$ cat config.mk
export PLATFORM = sky130hd
export DESIGN_NAME = led_sink_ctrl
export DESIGN_NICKNAME = d
export VERILOG_FILES = /design/src/shared/led_sink_pkg.sv /design/src/logic/osc_tick.sv /design/src/logic/tick_timer.sv /design/src/logic/led_sink_ctrl.sv
export SDC_FILE = /design/constraint.sdc
export NUM_CORES = 1
export LEC_CHECK = 0
export BUFFER_PORTS_ARGS = -buffer_cell sky130_fd_sc_hd__buf_2
export CAP_MARGIN = 20
export CORE_MARGIN = 3
export CORE_UTILIZATION = 60
export DETAILED_ROUTE_END_ITERATION = 12
export PLACE_DENSITY = 0.77
export SKIP_LAST_GASP = 1
export SYNTH_ARGS = -nofsm -noshare
export SYNTH_HDL_FRONTEND = slang
export SYNTH_SLANG_ARGS = --single-unit
$ cat constraint.sdc
create_clock -name ref_clk_in -period 9.3 [get_ports ref_clk_in]
set_input_delay 1.86 -clock ref_clk_in [delete_from_list [all_inputs] [get_ports ref_clk_in]]
set_output_delay 1.86 -clock ref_clk_in [all_outputs]
set_load 0.02 [all_outputs]
$ cat src/shared/led_sink_pkg.sv
// constants for the single-wire edge-counting led sink controller
// assumes a 40 MHz system clock and a 1 MHz internal timing tick
package led_sink_pkg;
	localparam int unsigned CLK_HZ           = 40_000_000;
	localparam int unsigned OSC_HZ           = 1_000_000;
	localparam int unsigned OSC_DIV          = CLK_HZ / OSC_HZ;
	localparam int unsigned LATCH_TIMEOUT_US = 500;
	localparam int unsigned OFF_TIMEOUT_US   = 500;
	localparam int unsigned SOFT_START_US    = 200;
	localparam int unsigned LATCH_TICKS      = LATCH_TIMEOUT_US;
	localparam int unsigned OFF_TICKS        = OFF_TIMEOUT_US;
	localparam int unsigned SOFT_TICKS       = SOFT_START_US;
	localparam int unsigned TICK_W           = 12;

	localparam logic [4:0] ADDR_EDGE_BASE = 5'h11;
	localparam logic [4:0] DATA_EDGE_MAX  = 5'h10;
	localparam logic [4:0] EDGE_MAX       = 5'h17;

	localparam logic [2:0] ADDR_BOTH  = 3'h0;
	localparam logic [2:0] ADDR_FIRST = 3'h1;
	localparam logic [2:0] ADDR_SECND = 3'h2;
	localparam logic [2:0] ADDR_SCALE = 3'h3;
	localparam logic [2:0] ADDR_ONOFF = 3'h4;
	localparam logic [2:0] ADDR_RSVD  = 3'h5;
	localparam logic [2:0] ADDR_MODE  = 3'h6;

	localparam logic [3:0] SCALE_LO_LO = 4'h1;
	localparam logic [3:0] SCALE_HI_HI = 4'h2;
	localparam logic [3:0] SCALE_LO_HI = 4'h3;
	localparam logic [3:0] SCALE_SCALE_SELECT = 4'h4;
	localparam logic [3:0] ONOFF_ON    = 4'h1;
	localparam logic [3:0] ONOFF_OFF   = 4'h2;
	localparam logic [3:0] MODE_CURR   = 4'h1;
	localparam logic [3:0] MODE_VOLT   = 4'h2;

	// data code 16 is stored as 0 in four bits and means zero current
	localparam logic [3:0] LEVEL_ZERO   = 4'h0;
	localparam logic [3:0] LEVEL_RESET  = 4'h0;
	localparam logic       SCALE_RESET  = 1'b0;
	localparam logic [3:0] ONOFF_RESET  = 4'h1;

	localparam logic [1:0] RATIO_1X  = 2'h0;
	localparam logic [1:0] RATIO_15X = 2'h1;
	localparam logic [1:0] RATIO_2X  = 2'h2;

	typedef enum logic [1:0] {
		ST_OFF   = 2'b00,
		ST_SOFT  = 2'b01,
		ST_RUN   = 2'b10
	} pump_state_e;
endpackage

$ cat src/logic/osc_tick.sv
// 1 MHz timing tick derived from the system clock
// assumes DIV is at least two
`timescale 1ns/100ps
module osc_tick
	import led_sink_pkg::*;
#(
	parameter int unsigned DIV = OSC_DIV
) (
	input  wire logic ref_clk_in, // system clock
	input  wire logic rst_in,     // async reset, high
	output logic      tick_out    // one-cycle pulse at 1 MHz
);
	logic [7:0] cnt_q;

	always_ff @(posedge ref_clk_in or posedge rst_in) begin
		if (rst_in) begin
			cnt_q    <= 8'h00;
			tick_out <= 1'b0;
		end else if (cnt_q == 8'(DIV - 1)) begin
			cnt_q    <= 8'h00;
			tick_out <= 1'b1;
		end else begin
			cnt_q    <= cnt_q + 8'h01;
			tick_out <= 1'b0;
		end
	end
endmodule

$ cat src/logic/tick_timer.sv
// counts ticks while a condition holds and flags when a limit is hit
// assumes run_in is a synchronous level
`timescale 1ns/100ps
module tick_timer
	import led_sink_pkg::*;
#(
	parameter int unsigned LIMIT = 500
) (
	input  wire logic ref_clk_in, // system clock
	input  wire logic rst_in,     // async reset, high
	input  wire logic run_in,     // count while high, clear while low
	input  wire logic tick_in,    // 1 MHz tick
	output logic      done_out    // level, high once limit reached
);
	logic [TICK_W-1:0] cnt_q;

	always_ff @(posedge ref_clk_in or posedge rst_in) begin
		if (rst_in) begin
			cnt_q    <= '0;
			done_out <= 1'b0;
		end else if (!run_in) begin
			cnt_q    <= '0;
			done_out <= 1'b0;
		end else if (tick_in && !done_out) begin
			cnt_q    <= cnt_q + 1'b1;
			done_out <= (cnt_q == TICK_W'(LIMIT - 1));
		end
	end
endmodule

$ cat src/logic/led_sink_ctrl.sv
// edge-counting single-wire control for a dual led sink charge pump
// assumes the control pin is asynchronous; analog pump stages outside
`timescale 1ns/100ps
module led_sink_ctrl
	import led_sink_pkg::*;
#(
	parameter int unsigned LATCH_CYC = LATCH_TICKS,
	parameter int unsigned OFF_CYC   = OFF_TICKS,
	parameter int unsigned SOFT_CYC  = SOFT_TICKS
) (
	input  wire logic       ref_clk_in,       // 40 MHz system clock
	input  wire logic       rst_in,           // async reset, high
	input  wire logic       ctrl_pin_in,      // single-wire control pin
	input  wire logic       pump_low_in,      // output cannot sustain sink
	input  wire logic       pump_high_in,     // headroom allows lower ratio
	output logic [3:0]      first_level_out,  // first_current_sink code
	output logic [3:0]      second_level_out, // second_current_sink code
	output logic            first_high_out,   // first sink on high scale
	output logic            second_high_out,  // second sink on high scale
	output logic            sinks_on_out,     // sinks enabled
	output logic            standby_out,      // low-current standby
	output logic            voltage_mode_out, // regulated 4.5 V mode
	output logic            pump_en_out,      // charge pump running
	output logic            soft_start_out,   // inrush limit active
	output logic [1:0]      pump_ratio_out,   // 0 1x, 1 1.5x, 2 2x
	output logic            shutdown_out,     // device in shutdown
	output logic [2:0]      addr_out          // selected address
);
	// ****************************************************************
	// pin synchroniser and edge detect
	// ****************************************************************
	logic pin_s1_q, pin_s2_q, pin_d_q;
	logic rise;

	always_ff @(posedge ref_clk_in or posedge rst_in) begin
		if (rst_in) begin
			pin_s1_q <= 1'b0;
			pin_s2_q <= 1'b0;
			pin_d_q  <= 1'b0;
		end else begin
			pin_s1_q <= ctrl_pin_in;
			pin_s2_q <= pin_s1_q;
			pin_d_q  <= pin_s2_q;
		end
	end

	assign rise = pin_s2_q && !pin_d_q;
	// ****************************************************************
	// timing: oscillator tick and timeouts
	// ****************************************************************
	logic tick, latch_done, off_done, soft_done;
	logic in_soft;

	osc_tick #(.DIV(OSC_DIV)) u_osc (
		.ref_clk_in (ref_clk_in),
		.rst_in     (rst_in),
		.tick_out   (tick)
	);
	// pin high after a burst: latch timer
	tick_timer #(.LIMIT(LATCH_CYC)) u_latch (
		.ref_clk_in (ref_clk_in),
		.rst_in     (rst_in),
		.run_in     (pin_s2_q),
		.tick_in    (tick),
		.done_out   (latch_done)
	);

	// pin low: shutdown timer
	tick_timer #(.LIMIT(OFF_CYC)) u_off (
		.ref_clk_in (ref_clk_in),
		.rst_in     (rst_in),
		.run_in     (!pin_s2_q),
		.tick_in    (tick),
		.done_out   (off_done)
	);

	tick_timer #(.LIMIT(SOFT_CYC)) u_soft (
		.ref_clk_in (ref_clk_in),
		.rst_in     (rst_in),
		.run_in     (in_soft),
		.tick_in    (tick),
		.done_out   (soft_done)
	);

	// ****************************************************************
	// shutdown state
	// ****************************************************************
	logic shut_q;
	// off flag lags the pin a cycle; gate it so the waking edge counts
	always_ff @(posedge ref_clk_in or posedge rst_in) begin
		if (rst_in) begin
			shut_q <= 1'b1;
		end else if (off_done && !pin_s2_q) begin
			shut_q <= 1'b1;
		end else if (rise) begin
			shut_q <= 1'b0;
		end
	end

	// ****************************************************************
	// burst counting
	// ****************************************************************
	logic [4:0] edge_q;
	logic       burst_q;
	logic       latch_now;

	// saturate so a runaway burst does not wrap into a data code
	always_ff @(posedge ref_clk_in or posedge rst_in) begin
		if (rst_in) begin
			edge_q  <= 5'h00;
			burst_q <= 1'b0;
		end else if ((off_done && !pin_s2_q) || latch_now) begin
			edge_q  <= 5'h00;
			burst_q <= 1'b0;
		end else if (rise) begin
			burst_q <= 1'b1;
			if (edge_q != EDGE_MAX + 5'h01) begin
				edge_q <= edge_q + 5'h01;
			end
		end
	end

	assign latch_now = latch_done && burst_q;

	// ****************************************************************
	// decode and register file
	// ****************************************************************
	logic [2:0] addr_q;
	logic [3:0] lvl1_q, lvl2_q, onoff_q, mode_q;
	logic       hi1_q, hi2_q, volt_q;
	logic       is_data, is_addr;
	logic [3:0] dval;

	assign is_data = latch_now && edge_q <= DATA_EDGE_MAX;
	assign is_addr = latch_now && edge_q >= ADDR_EDGE_BASE
		&& edge_q <= EDGE_MAX;
	assign dval    = edge_q[3:0]; // 16 folds to 0, the zero-current code

	always_ff @(posedge ref_clk_in or posedge rst_in) begin
		if (rst_in) begin
			addr_q <= ADDR_BOTH;
		end else if (shut_q) begin
			addr_q <= ADDR_BOTH;
		end else if (is_addr) begin
			addr_q <= 3'(edge_q - ADDR_EDGE_BASE);
		end
	end // held across data writes

	always_ff @(posedge ref_clk_in or posedge rst_in) begin
		if (rst_in) begin
			lvl1_q <= LEVEL_RESET;
			lvl2_q <= LEVEL_RESET;
		end else if (shut_q) begin
			lvl1_q <= LEVEL_RESET;
			lvl2_q <= LEVEL_RESET;
		end else if (is_data) begin
			if (addr_q == ADDR_BOTH) begin
				lvl1_q <= dval;
				lvl2_q <= dval;
			end else if (addr_q == ADDR_FIRST) begin
				lvl1_q <= dval;
			end else if (addr_q == ADDR_SECND) begin
				lvl2_q <= dval;
			end
		end
	end

	always_ff @(posedge ref_clk_in or posedge rst_in) begin
		if (rst_in) begin
			hi1_q <= SCALE_RESET;
			hi2_q <= SCALE_RESET;
		end else if (shut_q) begin
			hi1_q <= SCALE_RESET;
			hi2_q <= SCALE_RESET;
		end else if (is_data && addr_q == ADDR_SCALE) begin
			if (dval == SCALE_LO_LO) begin
				hi1_q <= 1'b0;
				hi2_q <= 1'b0;
			end else if (dval == SCALE_HI_HI) begin
				hi1_q <= 1'b1;
				hi2_q <= 1'b1;
			end else if (dval == SCALE_LO_HI) begin
				hi1_q <= 1'b0;
				hi2_q <= 1'b1;
			end else if (dval == SCALE_SCALE_SELECT) begin
				hi1_q <= 1'b1;
				hi2_q <= 1'b0;
			end
		end
	end

	always_ff @(posedge ref_clk_in or posedge rst_in) begin
		if (rst_in) begin
			onoff_q <= ONOFF_RESET;
		end else if (shut_q) begin
			onoff_q <= ONOFF_RESET;
		end else if (is_data && addr_q == ADDR_ONOFF
			&& (dval == ONOFF_ON || dval == ONOFF_OFF)) begin
			onoff_q <= dval;
		end
	end

	// register 6 holds the mode request; 5 with 1 also forces current
	always_ff @(posedge ref_clk_in or posedge rst_in) begin
		if (rst_in) begin
			mode_q <= MODE_CURR;
		end else if (shut_q) begin
			mode_q <= MODE_CURR;
		end else if (is_data && addr_q == ADDR_MODE
			&& (dval == MODE_CURR || dval == MODE_VOLT)) begin
			mode_q <= dval;
		end else if (is_data && addr_q == ADDR_RSVD
			&& dval == MODE_CURR) begin
			mode_q <= MODE_CURR;
		end
	end

	// ****************************************************************
	// mode resolution and pump sequencing
	// ****************************************************************
	logic        sink_active;
	pump_state_e st_q;
	logic [1:0]  ratio_q;

	assign sink_active = onoff_q == ONOFF_ON
		&& (lvl1_q != LEVEL_ZERO || lvl2_q != LEVEL_ZERO);

	always_ff @(posedge ref_clk_in or posedge rst_in) begin
		if (rst_in) begin
			volt_q <= 1'b0;
		end else begin
			// recomputed each cycle so voltage mode resumes at zero current
			volt_q <= !shut_q && mode_q == MODE_VOLT
				&& !sink_active;
		end
	end

	assign in_soft = st_q == ST_SOFT;
	always_ff @(posedge ref_clk_in or posedge rst_in) begin
		if (rst_in) begin
			st_q        <= ST_OFF;
		end else begin
			case (st_q)
			ST_OFF: begin
				if (!shut_q) begin
					st_q <= ST_SOFT;
				end
			end
			ST_SOFT: begin
				if (shut_q) begin
					st_q <= ST_OFF;
				end else if (soft_done) begin
					st_q <= ST_RUN;
				end
			end
			ST_RUN: begin
				if (shut_q) begin
					st_q <= ST_OFF;
				end
			end
			default: begin
				st_q <= ST_OFF;
			end
			endcase
		end
	end

	// ratio steps on oscillator ticks; voltage mode pins it at 1.5x
	always_ff @(posedge ref_clk_in or posedge rst_in) begin
		if (rst_in) begin
			ratio_q <= RATIO_1X;
		end else if (st_q == ST_OFF) begin
			ratio_q <= RATIO_1X;
		end else if (volt_q) begin
			ratio_q <= RATIO_15X;
		end else if (tick) begin
			if (pump_low_in && ratio_q != RATIO_2X) begin
				ratio_q <= ratio_q + 2'h1;
			end else if (pump_high_in && !pump_low_in
				&& ratio_q != RATIO_1X) begin
				ratio_q <= ratio_q - 2'h1;
			end
		end
	end

	// ****************************************************************
	// registered outputs
	// ****************************************************************
	always_ff @(posedge ref_clk_in or posedge rst_in) begin
		if (rst_in) begin
			first_level_out  <= LEVEL_RESET;
			second_level_out <= LEVEL_RESET;
			first_high_out   <= SCALE_RESET;
			second_high_out  <= SCALE_RESET;
			sinks_on_out     <= 1'b0;
			standby_out      <= 1'b0;
			voltage_mode_out <= 1'b0;
			pump_en_out      <= 1'b0;
			soft_start_out   <= 1'b0;
			pump_ratio_out   <= RATIO_1X;
			shutdown_out     <= 1'b1;
			addr_out         <= ADDR_BOTH;
		end else begin
			first_level_out  <= lvl1_q;
			second_level_out <= lvl2_q;
			first_high_out   <= hi1_q;
			second_high_out  <= hi2_q;
			sinks_on_out     <= !shut_q && onoff_q == ONOFF_ON
				&& !volt_q;
			standby_out      <= !shut_q && onoff_q == ONOFF_OFF
				&& !volt_q;
			voltage_mode_out <= volt_q;
			pump_en_out      <= st_q != ST_OFF && !standby_out;
			soft_start_out   <= st_q == ST_SOFT && !soft_done;
			pump_ratio_out   <= ratio_q;
			shutdown_out     <= shut_q;
			addr_out         <= addr_q;
		end
	end
endmodule

---- Word level (Yosys, flattened, before mapping) ----
Index checks and enable logic that the tools add are counted.
operators by class
  divide/modulo/power cells ............... 0
  $add $sub $neg .......................... 8
  magnitude comparators ................... 3
  mux-type cells .......................... 59
  eq/ne operators ......................... 27
  shift operators ......................... 0
  $mul .................................... 0
  bitwise gates (word level) .............. 0
  reduce and logical (&&, ||, !) cells .... 67
operators with widths
  operator                                               number
  2-to-1 mux 12 bit                                      6
  2-to-1 mux 4 bit                                       14
  adder 12 x 1 -> 12 bit (second input constant)         3
  logical AND 1 bit                                      28
  equality test 12 x 9 -> 1 bit (second input constant)  2
  2-to-1 mux 1 bit                                       23
  nonzero test 2 bit                                     10
  2-to-1 mux 2 bit                                       9
  equality test 4 x 2 -> 1 bit (second input constant)   4
  2-to-1 mux 5 bit                                       3
  equality test 12 x 8 -> 1 bit (second input constant)  1
  nonzero test 3 bit                                     4
  nonzero test 4 bit                                     3
  <= comparator 5 bit (second input constant)            2
  logical NOT 1 bit                                      10
  equality test 3 bit (second input constant)            3
  adder 8 x 1 -> 8 bit (second input constant)           1
  equality test 4 x 1 -> 1 bit (second input constant)   2
  equality test 8 x 6 -> 1 bit (second input constant)   1
  2-to-1 mux 8 bit                                       1
  inequality test 2 bit (second input constant)          4
  AND reduction 2 bit                                    4
  equality test 3 x 2 -> 1 bit (second input constant)   2
  2-to-1 mux 3 bit                                       2
  other kinds (18)                                       22
storage, ports and cells
  memory bits (read-only) ................. 0
  bits in writable memories ............... 0
  bits in registers ....................... 105
  bits in latches ......................... 0
  bits of input ports ..................... 5
  word-level logic and storage cells ...... 200
  memories ................................ 0

---- Logic depth before layout (Yosys ltp) ----
Gate-level depths: netlist of the first run.
  depth after elaboration ................. 8
  depth in mapped cells ................... 7
  gate-level depth less buffers ........... 6

---- Hierarchy ----
A second synthesis of the first run with hierarchy kept.
second synthesis, totals
  cells, all modules ...................... 444
  area total of the unflattened synthesis .. 4,916.0 µm²
by module, submodules not included
  module                     area an instance (µm²)  cells an instance  seq. area each (µm²)  instances
  led_sink_ctrl              2,433.6                 198                1,431.4               1
  tick_timer at u_latch ...  700.7                   74                 325.3                 2
  tick_timer at u_soft       694.4                   65                 325.3                 1
  osc_tick                   386.6                   33                 225.2                 1

---- Worst setup path after synthesis of the first run ----
OpenSTA, ideal clock, no wires.
  kind .................................... input-to-reg
  from .................................... in pump_high_in
  to ...................................... reg ratio_q[0]
  setup time .............................. 126 ps
  arrival time ............................ 2,352 ps
  required time ........................... 9,174 ps
  slack ................................... 6,822 ps
  cell stages on the path ................. 4
  cell sequence ........................... nor2b_1 mux2_2 nand3b_1 a21oi_1
between the ends
  longest elaborated chain between the ends .. 4
ends and longest elaborated chain
  item                           line                  text
  start, declared                led_sink_ctrl.sv:15   input wire logic pump_high_in,
  logical AND 1 bit              led_sink_ctrl.sv:279  end else if (pump_high_in && !pump_low_in
  logical AND 1 bit              led_sink_ctrl.sv:280  && ratio_q != RATIO_1X) begin
  nonzero test 4 bit (no line)   -
  AND reduction 2 bit (no line)  -
  end signal, assigned           led_sink_ctrl.sv:278  ratio_q <= ratio_q + 2'h1;
  end signal, assigned           led_sink_ctrl.sv:281  ratio_q <= ratio_q - 2'h1;
  end, declared                  led_sink_ctrl.sv:223  logic [1:0] ratio_q;
No other way between the ends.
A chain may end at the register's enable or synchronous reset.

---- Worst setup path after layout of the first run ----
  from .................................... reg shutdown_out
  to ...................................... out shutdown_out
RTL lines
  item                    line                  text
  start, declared         led_sink_ctrl.sv:26   output logic shutdown_out,
  start signal, assigned  led_sink_ctrl.sv:316  shutdown_out <= shut_q;
No word-level cell between the ends.

==> metrics.csv, run 1 <==
metric;value;unit
fmax;0.346;GHz
cells after synthesis;425;
Worst setup SP type;flop;
largest fanout on the critical path;1;
register area share after synthesis;55.9;%
largest net degree at the start of global routing;92;
leading post-synthesis cells by cell area;dfrtp_1, nor2_1, xor2_1;
Worst-path clk slew;100;ps
grt total ovfl;0;
Yosys warning count;0;
final hold viol count;0;
Total Routed Length;8100;um
final setup TNS;0;ps
WS Path Type;flop to primary output;
GRT Total Usage;20.5;%
flops & latches, synth;105;
pre-CTS WS;6090;ps
M2 GR Usage;33.9;%
syn_nets;438;
Worst Path Required;7440;ps
Clock Path Buffers;2;
# DRC;0;
met1 Resource Use GR;26.9;%
gpl congestion;0.859;
crit-path cells;buf_2;
FFs w/ async S/R, synth;100;%
slowest CP cell;dfstp_2;
CTS tree;done;
initial core utilization;63.2;%
Slowest Stage Delay on Critical Path;520;ps
Worst VDD drop;0.103;mV
vias in the first global route;3103;
die width;94.6;um
Hold Crit Class;flop to flop;
Via density;5.70;
CTS root buf;clkbuf_8;
post-route clock skew;14.2;ps
hpwl dp;5260;um
Max-Slew Margin vs Limit;47.0;%
RSZ-0062 raised after global routing;false;
clk sinks;105;
count leader, synth;dfrtp_1;
Pwr Density;180;mW/mm^2
Setup violations, final;0;
most crowded layer after global routing;met2;
Post-CTS Setup Bufs;0;
Max Slew Vio Count;0;
area of the die;0.00894;mm^2
DRT Pass-1 Iters;4;
crit path time final;2890;ps
dominant synthesized flop cell;dfrtp_1;
NumNets Final;461;
# resized after CTS;0;
fillcell total;563;
initial DRC count;179;
# rows;31;
Top delay family on crit path;flip-flops;
total number of vias;3148;
post-synth top area cell;dfrtp_1;
top post-synthesis cells by count;dfrtp_1, nor2_1, xor2_1;
Max-Cap Viols;0;
first-pass GRT wire length;14500;um
H-tree levels;3;
n_diodes;0;
post-route ant nets;0;
Worst Setup End Kind;primary output;
met3 global-route usage;4.22;%
crit path DAT;1030;ps
Yosys top cell area share;53.7;%
Final WS setup;6410;ps
Layout Utilization;68.7;%
worst-skew pair later-pin latency;370;ps
Inserted Clock Buffers;9;
slew of the pin with the lowest slew margin;794;ps
area grow syn2layout;8.69;%
I/O Buffers;25;
hold_buf cts;0;
fin crit share;31.1;%
Synth cell types;48;
share of cells above drive strength 1;13.0;%
IO Pins;26;
Post-Syn Area;0.00471;mm^2
EDFF count, synth;0;
DR WL/cell;14.7;um
number of antenna violations at the first check in global routing;0;
status;complete, no violations;
leakage;2.32;nW
worst path bufs/invs;1;
die height;94.6;um
syn_area_per_cell;11.1;um^2
Core Region;0.00745;mm^2
cells in the final DEF, fill, tap and decap left out, drive strengths merged, types with 3 or more instances in the layout:
cell and count:
nor2b 9, nor2 59, dfrtp 101, clkbuf 9, o32ai 3, nor4 6, inv 12, a21oi 11
nor3 12, a211oi 3, nand3b 3, mux2i 14, nor3b 6, xnor2 18, nand4 15, nand3 21
and2 13, or4b 3, ha 8, and4b 4, xor2 22, or3 4, buf 27, o21ai 10
and3 6, dfstp 4, nand2 21, nand2b 4
metrics by stage:
stage	hold slack (ps)	instances	cell area [um^2]	power (mW)
detailed placement	354	535	4860	0.614
finish	375	552	5110	0.921
global route	395	552	5110	0.970
CTS	387	551	5090	0.933
global placement	342	535	4860	0.609
floorplan	331	425	4710	0.600
area by class of cell:
| cell class | count | area, um^2 | share of cell area (%) |
|---|---|---|---|
| Clock buffer | 9 | 124 | 2.42 |
| Clock inverter | 7 | 106 | 2.08 |
| Multi-Input combinational cell | 297 | 1940 | 38.0 |
| Inverter | 8 | 32.5 | 0.636 |
| Sequential cell | 105 | 2630 | 51.5 |
| Timing Repair Buffer | 27 | 153 | 2.98 |
| Tap cell | 99 | 124 | 2.42 |
where the power goes:
part | total [mW] | internal (mW) | switching [mW] | leakage, nW
combinational | 0.0977 | 0.0432 | 0.0545 | 0.805
sequential | 0.507 | 0.468 | 0.0399 | 1.40
clock | 0.316 | 0.157 | 0.159 | 0.117
total | 0.921 | 0.668 | 0.254 | 2.32
final timing paths:
| check | start | to | slack, ps | cells after the start |
|---|---|---|---|---|
| worst min-delay path | pin_s1_q$_DFF_PP0_ | pin_s2_q$_DFF_PP0_ | 370 | 0 |
| worst max register to register | edge_q[0]$_DFFE_PP0P_ | lvl1_q[2]$_DFFE_PP0P_ | 6830 | 6 |
| worst min register to register | pin_s1_q$_DFF_PP0_ | pin_s2_q$_DFF_PP0_ | 370 | 0 |
| min in group asynchronous | rst_in | u_osc.cnt_q[7]$_DFF_PP0_ | 1390 | 2 |
| worst max-delay path | shutdown_out$_DFF_PP1_ | shutdown_out | 6410 | 1 |
| max in group asynchronous | rst_in | onoff_q[0]$_DFFE_PP1P_ | 6770 | 4 |
cell families after synthesis:
group	synth area share, %
simple gates	22.9
flops	55.9
xor+xnor	7.44
compound gates	5.32
buf+inv	2.77
mux	3.46
fa+ha+maj	2.13
per-layer routing:
layer / share of wire, % / vias up
met5: 0 / -
met2: 50 / 46
met1: 45 / 1567
met3: 3.4 / 12
met4: 1.7 / 0
li1: - / 1523
sequential cells by signal, summed over array words and instances (netlist names), 3 cells and up:
name and cells:
first_level_out 4, second_level_out 4, lvl1_q 4, edge_q 5
u_osc.cnt_q 8, addr_q 3, addr_out 3, lvl2_q 4
mode_q 4, u_off.cnt_q 12, onoff_q 4, u_latch.cnt_q 12
u_soft.cnt_q 12
Note: power is estimated with default switching activity, not from simulation.
==> run 2, diff against run 1 <==
==> constraint.sdc (replaced) <==
create_clock -name ref_clk_in -period 2.8 [get_ports ref_clk_in]
set_input_delay 0.56 -clock ref_clk_in [delete_from_list [all_inputs] [get_ports ref_clk_in]]
set_output_delay 0.56 -clock ref_clk_in [all_outputs]
set_load 0.02 [all_outputs]
==> metrics.csv, run 2 (synthesis results as in run 1) <==
metric;value;unit
status;complete, no violations;
hold path start;ctrl_pin_in;
crit path DAT;2640;ps
Clock Path Buffers;2;
H-tree levels;3;
post-route ant nets;0;
die width;94.6;um
CTS root buf;clkbuf_8;
dpl cell area;0.00489;mm^2
Post-CTS Setup Bufs;0;
n_diodes;0;
Setup violations, final;0;
Core Region;0.00745;mm^2
crit-path cells;inv_1, ha_1, or3b_4, a2111oi_4, mux2i_1, nor2_1;
largest fanout on the critical path;10;
fillcell total;556;
top flop regs;u_latch.cnt_q x12, u_off.cnt_q x12, u_soft.cnt_q x12;
commonest cells after routing, fill and taps aside;dfrtp_1, nor2_1, buf_2, xor2_1;
largest net degree at the start of global routing;106;
NumNets Final;461;
Slowest Stage Delay on Critical Path;540;ps
Worst setup SP type;flop;
vias in the first global route;3036;
Max Slew Vio Count;0;
Via density;5.70;
Inserted Clock Buffers;9;
first-pass GRT wire length;13900;um
# resized after CTS;0;
initial DRC count;133;
# DRC;0;
WS Path Type;flop to flop;
gpl congestion;0.859;
Max-Slew Margin vs Limit;65.0;%
crit path time final;2410;ps
commonest non-fill, non-tap cell in the layout;dfrtp_1;
area of the die;0.00894;mm^2
GRT Total Usage;19.4;%
# rows;31;
area grow syn2layout;8.30;%
post-route clock skew;11.0;ps
total power;3.00;mW
Pwr Density;588;mW/mm^2
DRT Pass-1 Iters;5;
IO Pins;26;
fmax;0.415;GHz
Max-Cap Viols;0;
Worst VDD drop;0.355;mV
Total Routed Length;7840;um
grt total ovfl;0;
DR WL/cell;14.2;um
Worst Setup End Kind;flop;
clk sinks;105;
fin crit share;86.0;%
slowest CP cell;a2111oi_4;
total number of vias;3145;
final hold viol count;0;
CTS tree;done;
I/O Buffers;25;
Worst Path Required;3030;ps
FF-to-FF Start;edge_q[0]$_DFFE_PP0P_;
number of antenna violations at the first check in global routing;0;
Hold Crit Class;primary input to flop;
share of cells above drive strength 1;12.8;%
slew of the pin with the lowest slew margin;521;ps
CP startpoint;edge_q[0]$_DFFE_PP0P_;
RSZ-0062 raised after global routing;false;
post-route cell area;0.00510;mm^2
hpwl dp;5090;um
hold_buf cts;0;
Worst-path clk slew;90;ps
worst-skew pair later-pin latency;350;ps
initial core utilization;63.2;%
final setup TNS;0;ps
die height;94.6;um
leakage;2.30;nW
run 2: cell count changes in the layout (fill, tap and decap cells not counted):
cell | previous run | this run
clkinv_4 | 1 | 0
clkinvlp_4 | 0 | 2
inv_4 | 1 | 0
clkbuf_1 | 0 | 1
inv_6 | 3 | 0
clkinv_2 | 0 | 3
inv_8 | 1 | 0
run 2: routing by layer:
metal | vias to the layer above | track usage (%) | share of wire, %
met2 | 67 | 31.7 | 48
met5 | - | 0 | 0
met3 | 9 | 4.14 | 4.0
met1 | 1549 | 25.7 | 47
met4 | 0 | 7.09 | 1.2
li1 | 1520 | - | -
run 2: final timing paths:
path	to	slack [ps]	cells after the start
max in group asynchronous	shutdown_out$_DFF_PP1_	2050	3
min in group asynchronous	first_high_out$_DFF_PP0_	350	3
worst min register to register	pin_s2_q$_DFF_PP0_	360	0
worst max-delay path	lvl1_q[2]$_DFFE_PP0P_	390	6
worst min-delay path	pin_s1_q$_DFF_PP0_	310	1
worst max register to register	lvl1_q[2]$_DFFE_PP0P_	390	6
run 2: area by class of cell:
cell class	count	area, um^2	share of cell area [%]
Clock buffer	10	128	2.50
Clock inverter	6	82.6	1.62
Inverter	8	33.8	0.663
Multi-Input combinational cell	297	1940	38.1
Sequential cell	105	2630	51.7
Tap cell	99	124	2.43
Timing Repair Buffer	27	153	3.00
run 2: per-stage QoR:
| step | cells | util (%) | hold slack (ps) | setup slack, ps |
|---|---|---|---|---|
| 6_report | 552 | 68.4 | 311 | 391 |
| 5_1_grt | 552 | 68.4 | 298 | 257 |
| 4_1_cts | 552 | 68.4 | 294 | 394 |
| 3_5_place_dp | 536 | 65.6 | 346 | 414 |
| 3_3_place_gp | 536 | 65.6 | 335 | 518 |
| 2_1_floorplan | 425 | - | 331 | 624 |
run 2: critical path, delay by kind of cell (launching register included):
family,cells,cell delay [ps]
buf+inv,1,190
compound gates,1,540
simple gates,2,520
flops,1,500
mux,1,270
fa+ha+maj,1,270
run 2: report_power, final:
part,switching (mW),total [mW],internal [mW]
combinational,0.196,0.341,0.145
clock,0.480,0.979,0.500
sequential,0.124,1.68,1.55
total,0.800,3.00,2.20
==> run 3, diff against run 2 <==
--- a/config.mk
+++ b/config.mk
@@ -10,6 +10,7 @@
 export CORE_MARGIN = 3
 export CORE_UTILIZATION = 60
 export DETAILED_ROUTE_END_ITERATION = 12
+export MAX_ROUTING_LAYER = met4
 export PLACE_DENSITY = 0.77
 export SKIP_LAST_GASP = 1
 export SYNTH_ARGS = -nofsm -noshare
==> metrics.csv, run 3 (synthesis results as in run 1) <==
metric;value;unit
status;complete, no violations;
NumNets Final;461;
fillcell total;556;
clk sinks;105;
hold path start;ctrl_pin_in;
die height;94.6;um
placed cells;536;
fin crit share;86.6;%
area grow syn2layout;8.30;%
gpl congestion;0.873;
CTS root buf;clkbuf_8;
hold_ws;311;ps
H-tree levels;3;
Max-Slew Margin vs Limit;65.0;%
FF-to-FF Start;edge_q[0]$_DFFE_PP0P_;
Total Routed Length;7820;um
R2R depth;6;
post-route cell area;0.00510;mm^2
slew of the pin with the lowest slew margin;521;ps
crit-path cells;inv_1, ha_1, or3b_4, a2111oi_4, mux2i_1, nor2_1;
Worst Setup End Kind;flop;
R2R Setup Slk;380;ps
post-route clock skew;10.9;ps
worst path bufs/invs;1;
WHS Endpoint;pin_s1_q$_DFF_PP0_;
Worst-path clk slew;90;ps
total number of vias;3136;
# rows;31;
Setup violations, final;0;
Post-CTS Setup Bufs;0;
die width;94.6;um
initial DRC count;155;
GRT Total Usage;20.0;%
Layout Utilization;68.4;%
largest net degree at the start of global routing;106;
IO Pins;26;
n_diodes;0;
top flop regs;u_latch.cnt_q x12, u_off.cnt_q x12, u_soft.cnt_q x12;
RSZ-0062 raised after global routing;false;
pre-CTS WS;414;ps
Worst Path Required;3020;ps
share of cells above drive strength 1;12.8;%
worst-skew pair later-pin latency;350;ps
commonest cells after routing, fill and taps aside;dfrtp_1, nor2_1, buf_2, xor2_1;
Core Region;0.00745;mm^2
commonest non-fill, non-tap cell in the layout;dfrtp_1;
Max Slew Vio Count;0;
final setup TNS;0;ps
crit path DAT;2650;ps
reg2reg end;lvl1_q[2]$_DFFE_PP0P_;
vias in the first global route;3034;
Inserted Clock Buffers;9;
Hold Crit Depth;1;
Slowest Stage Delay on Critical Path;540;ps
hold_buf cts;0;
Worst VDD drop;0.354;mV
Pwr Density;588;mW/mm^2
# DRC;0;
crit path time final;2420;ps
# resized after CTS;0;
Final WS setup;376;ps
Worst setup SP type;flop;
number of antenna violations at the first check in global routing;0;
grt total ovfl;0;
CTS tree;done;
DR WL/cell;14.2;um
total power;3.00;mW
final hold viol count;0;
slowest CP cell;a2111oi_4;
I/O Buffers;25;
Via density;5.68;
dpl cell area;0.00489;mm^2
Hold Crit Class;primary input to flop;
Non-Filler Instances;552;
Max-Cap Viols;0;
hpwl dp;5090;um
DRT Pass-1 Iters;5;
Clock Path Buffers;2;
fmax;0.413;GHz
WS Path Type;flop to flop;
post-route ant nets;0;
initial core utilization;63.2;%
largest fanout on the critical path;10;
Top delay family on crit path;compound AO/OA/AOI/OAI gates;
first-pass GRT wire length;13900;um
area of the die;0.00894;mm^2
leakage;2.30;nW
run 3: cell counts in the layout (fill, tap and decap cells not counted):
No cell type changed its count.
run 3: area by class of cell:
cell class,count,area (um^2),area share (%)
sequential,105,2630,51.7
multi-input combinational,297,1940,38.1
timing repair buffer,27,153,3.00
clock buffer,10,128,2.50
tap,99,124,2.43
clock inverter,6,82.6,1.62
inverter,8,33.8,0.663
run 3: where the power goes:
part / leakage, nW / switching (mW) / internal, mW
registers: 1.40 / 0.125 / 1.55
clock network: 0.106 / 0.479 / 0.499
logic: 0.801 / 0.196 / 0.145
total: 2.30 / 0.800 / 2.20
run 3: per-layer routing:
metal  GRT usage [%]  vias to the layer above  wire length (um)
li1                -                     1519                 -
met1            25.7                     1533              3720
met2            31.7                       73              3690
met3            4.14                       11               288
met4            7.09                        0               116
met5               -                        -                 0
run 3: worst max path at each step:
stage                           from  slack [ps]  cells after the start                    end
2_1_floorplan  edge_q[0]$_DFFE_PP0P_         620                      7  lvl1_q[0]$_DFFE_PP0P_
3_3_place_gp   edge_q[0]$_DFFE_PP0P_         520                      6  lvl1_q[0]$_DFFE_PP0P_
3_5_place_dp   edge_q[0]$_DFFE_PP0P_         410                      6  lvl2_q[2]$_DFFE_PP0P_
4_1_cts        edge_q[0]$_DFFE_PP0P_         390                      6  lvl1_q[2]$_DFFE_PP0P_
5_1_grt        edge_q[0]$_DFFE_PP0P_         260                      6  lvl2_q[2]$_DFFE_PP0P_
6_report       edge_q[0]$_DFFE_PP0P_         380                      6  lvl1_q[2]$_DFFE_PP0P_
run 3: worst reg2reg max path: stages, from the launching register on:
cell and delay [ps]:
dfrtp_1 510, inv_1 190, ha_1 270, or3b_4 460, a2111oi_4 540, mux2i_1 270
nor2_1 60
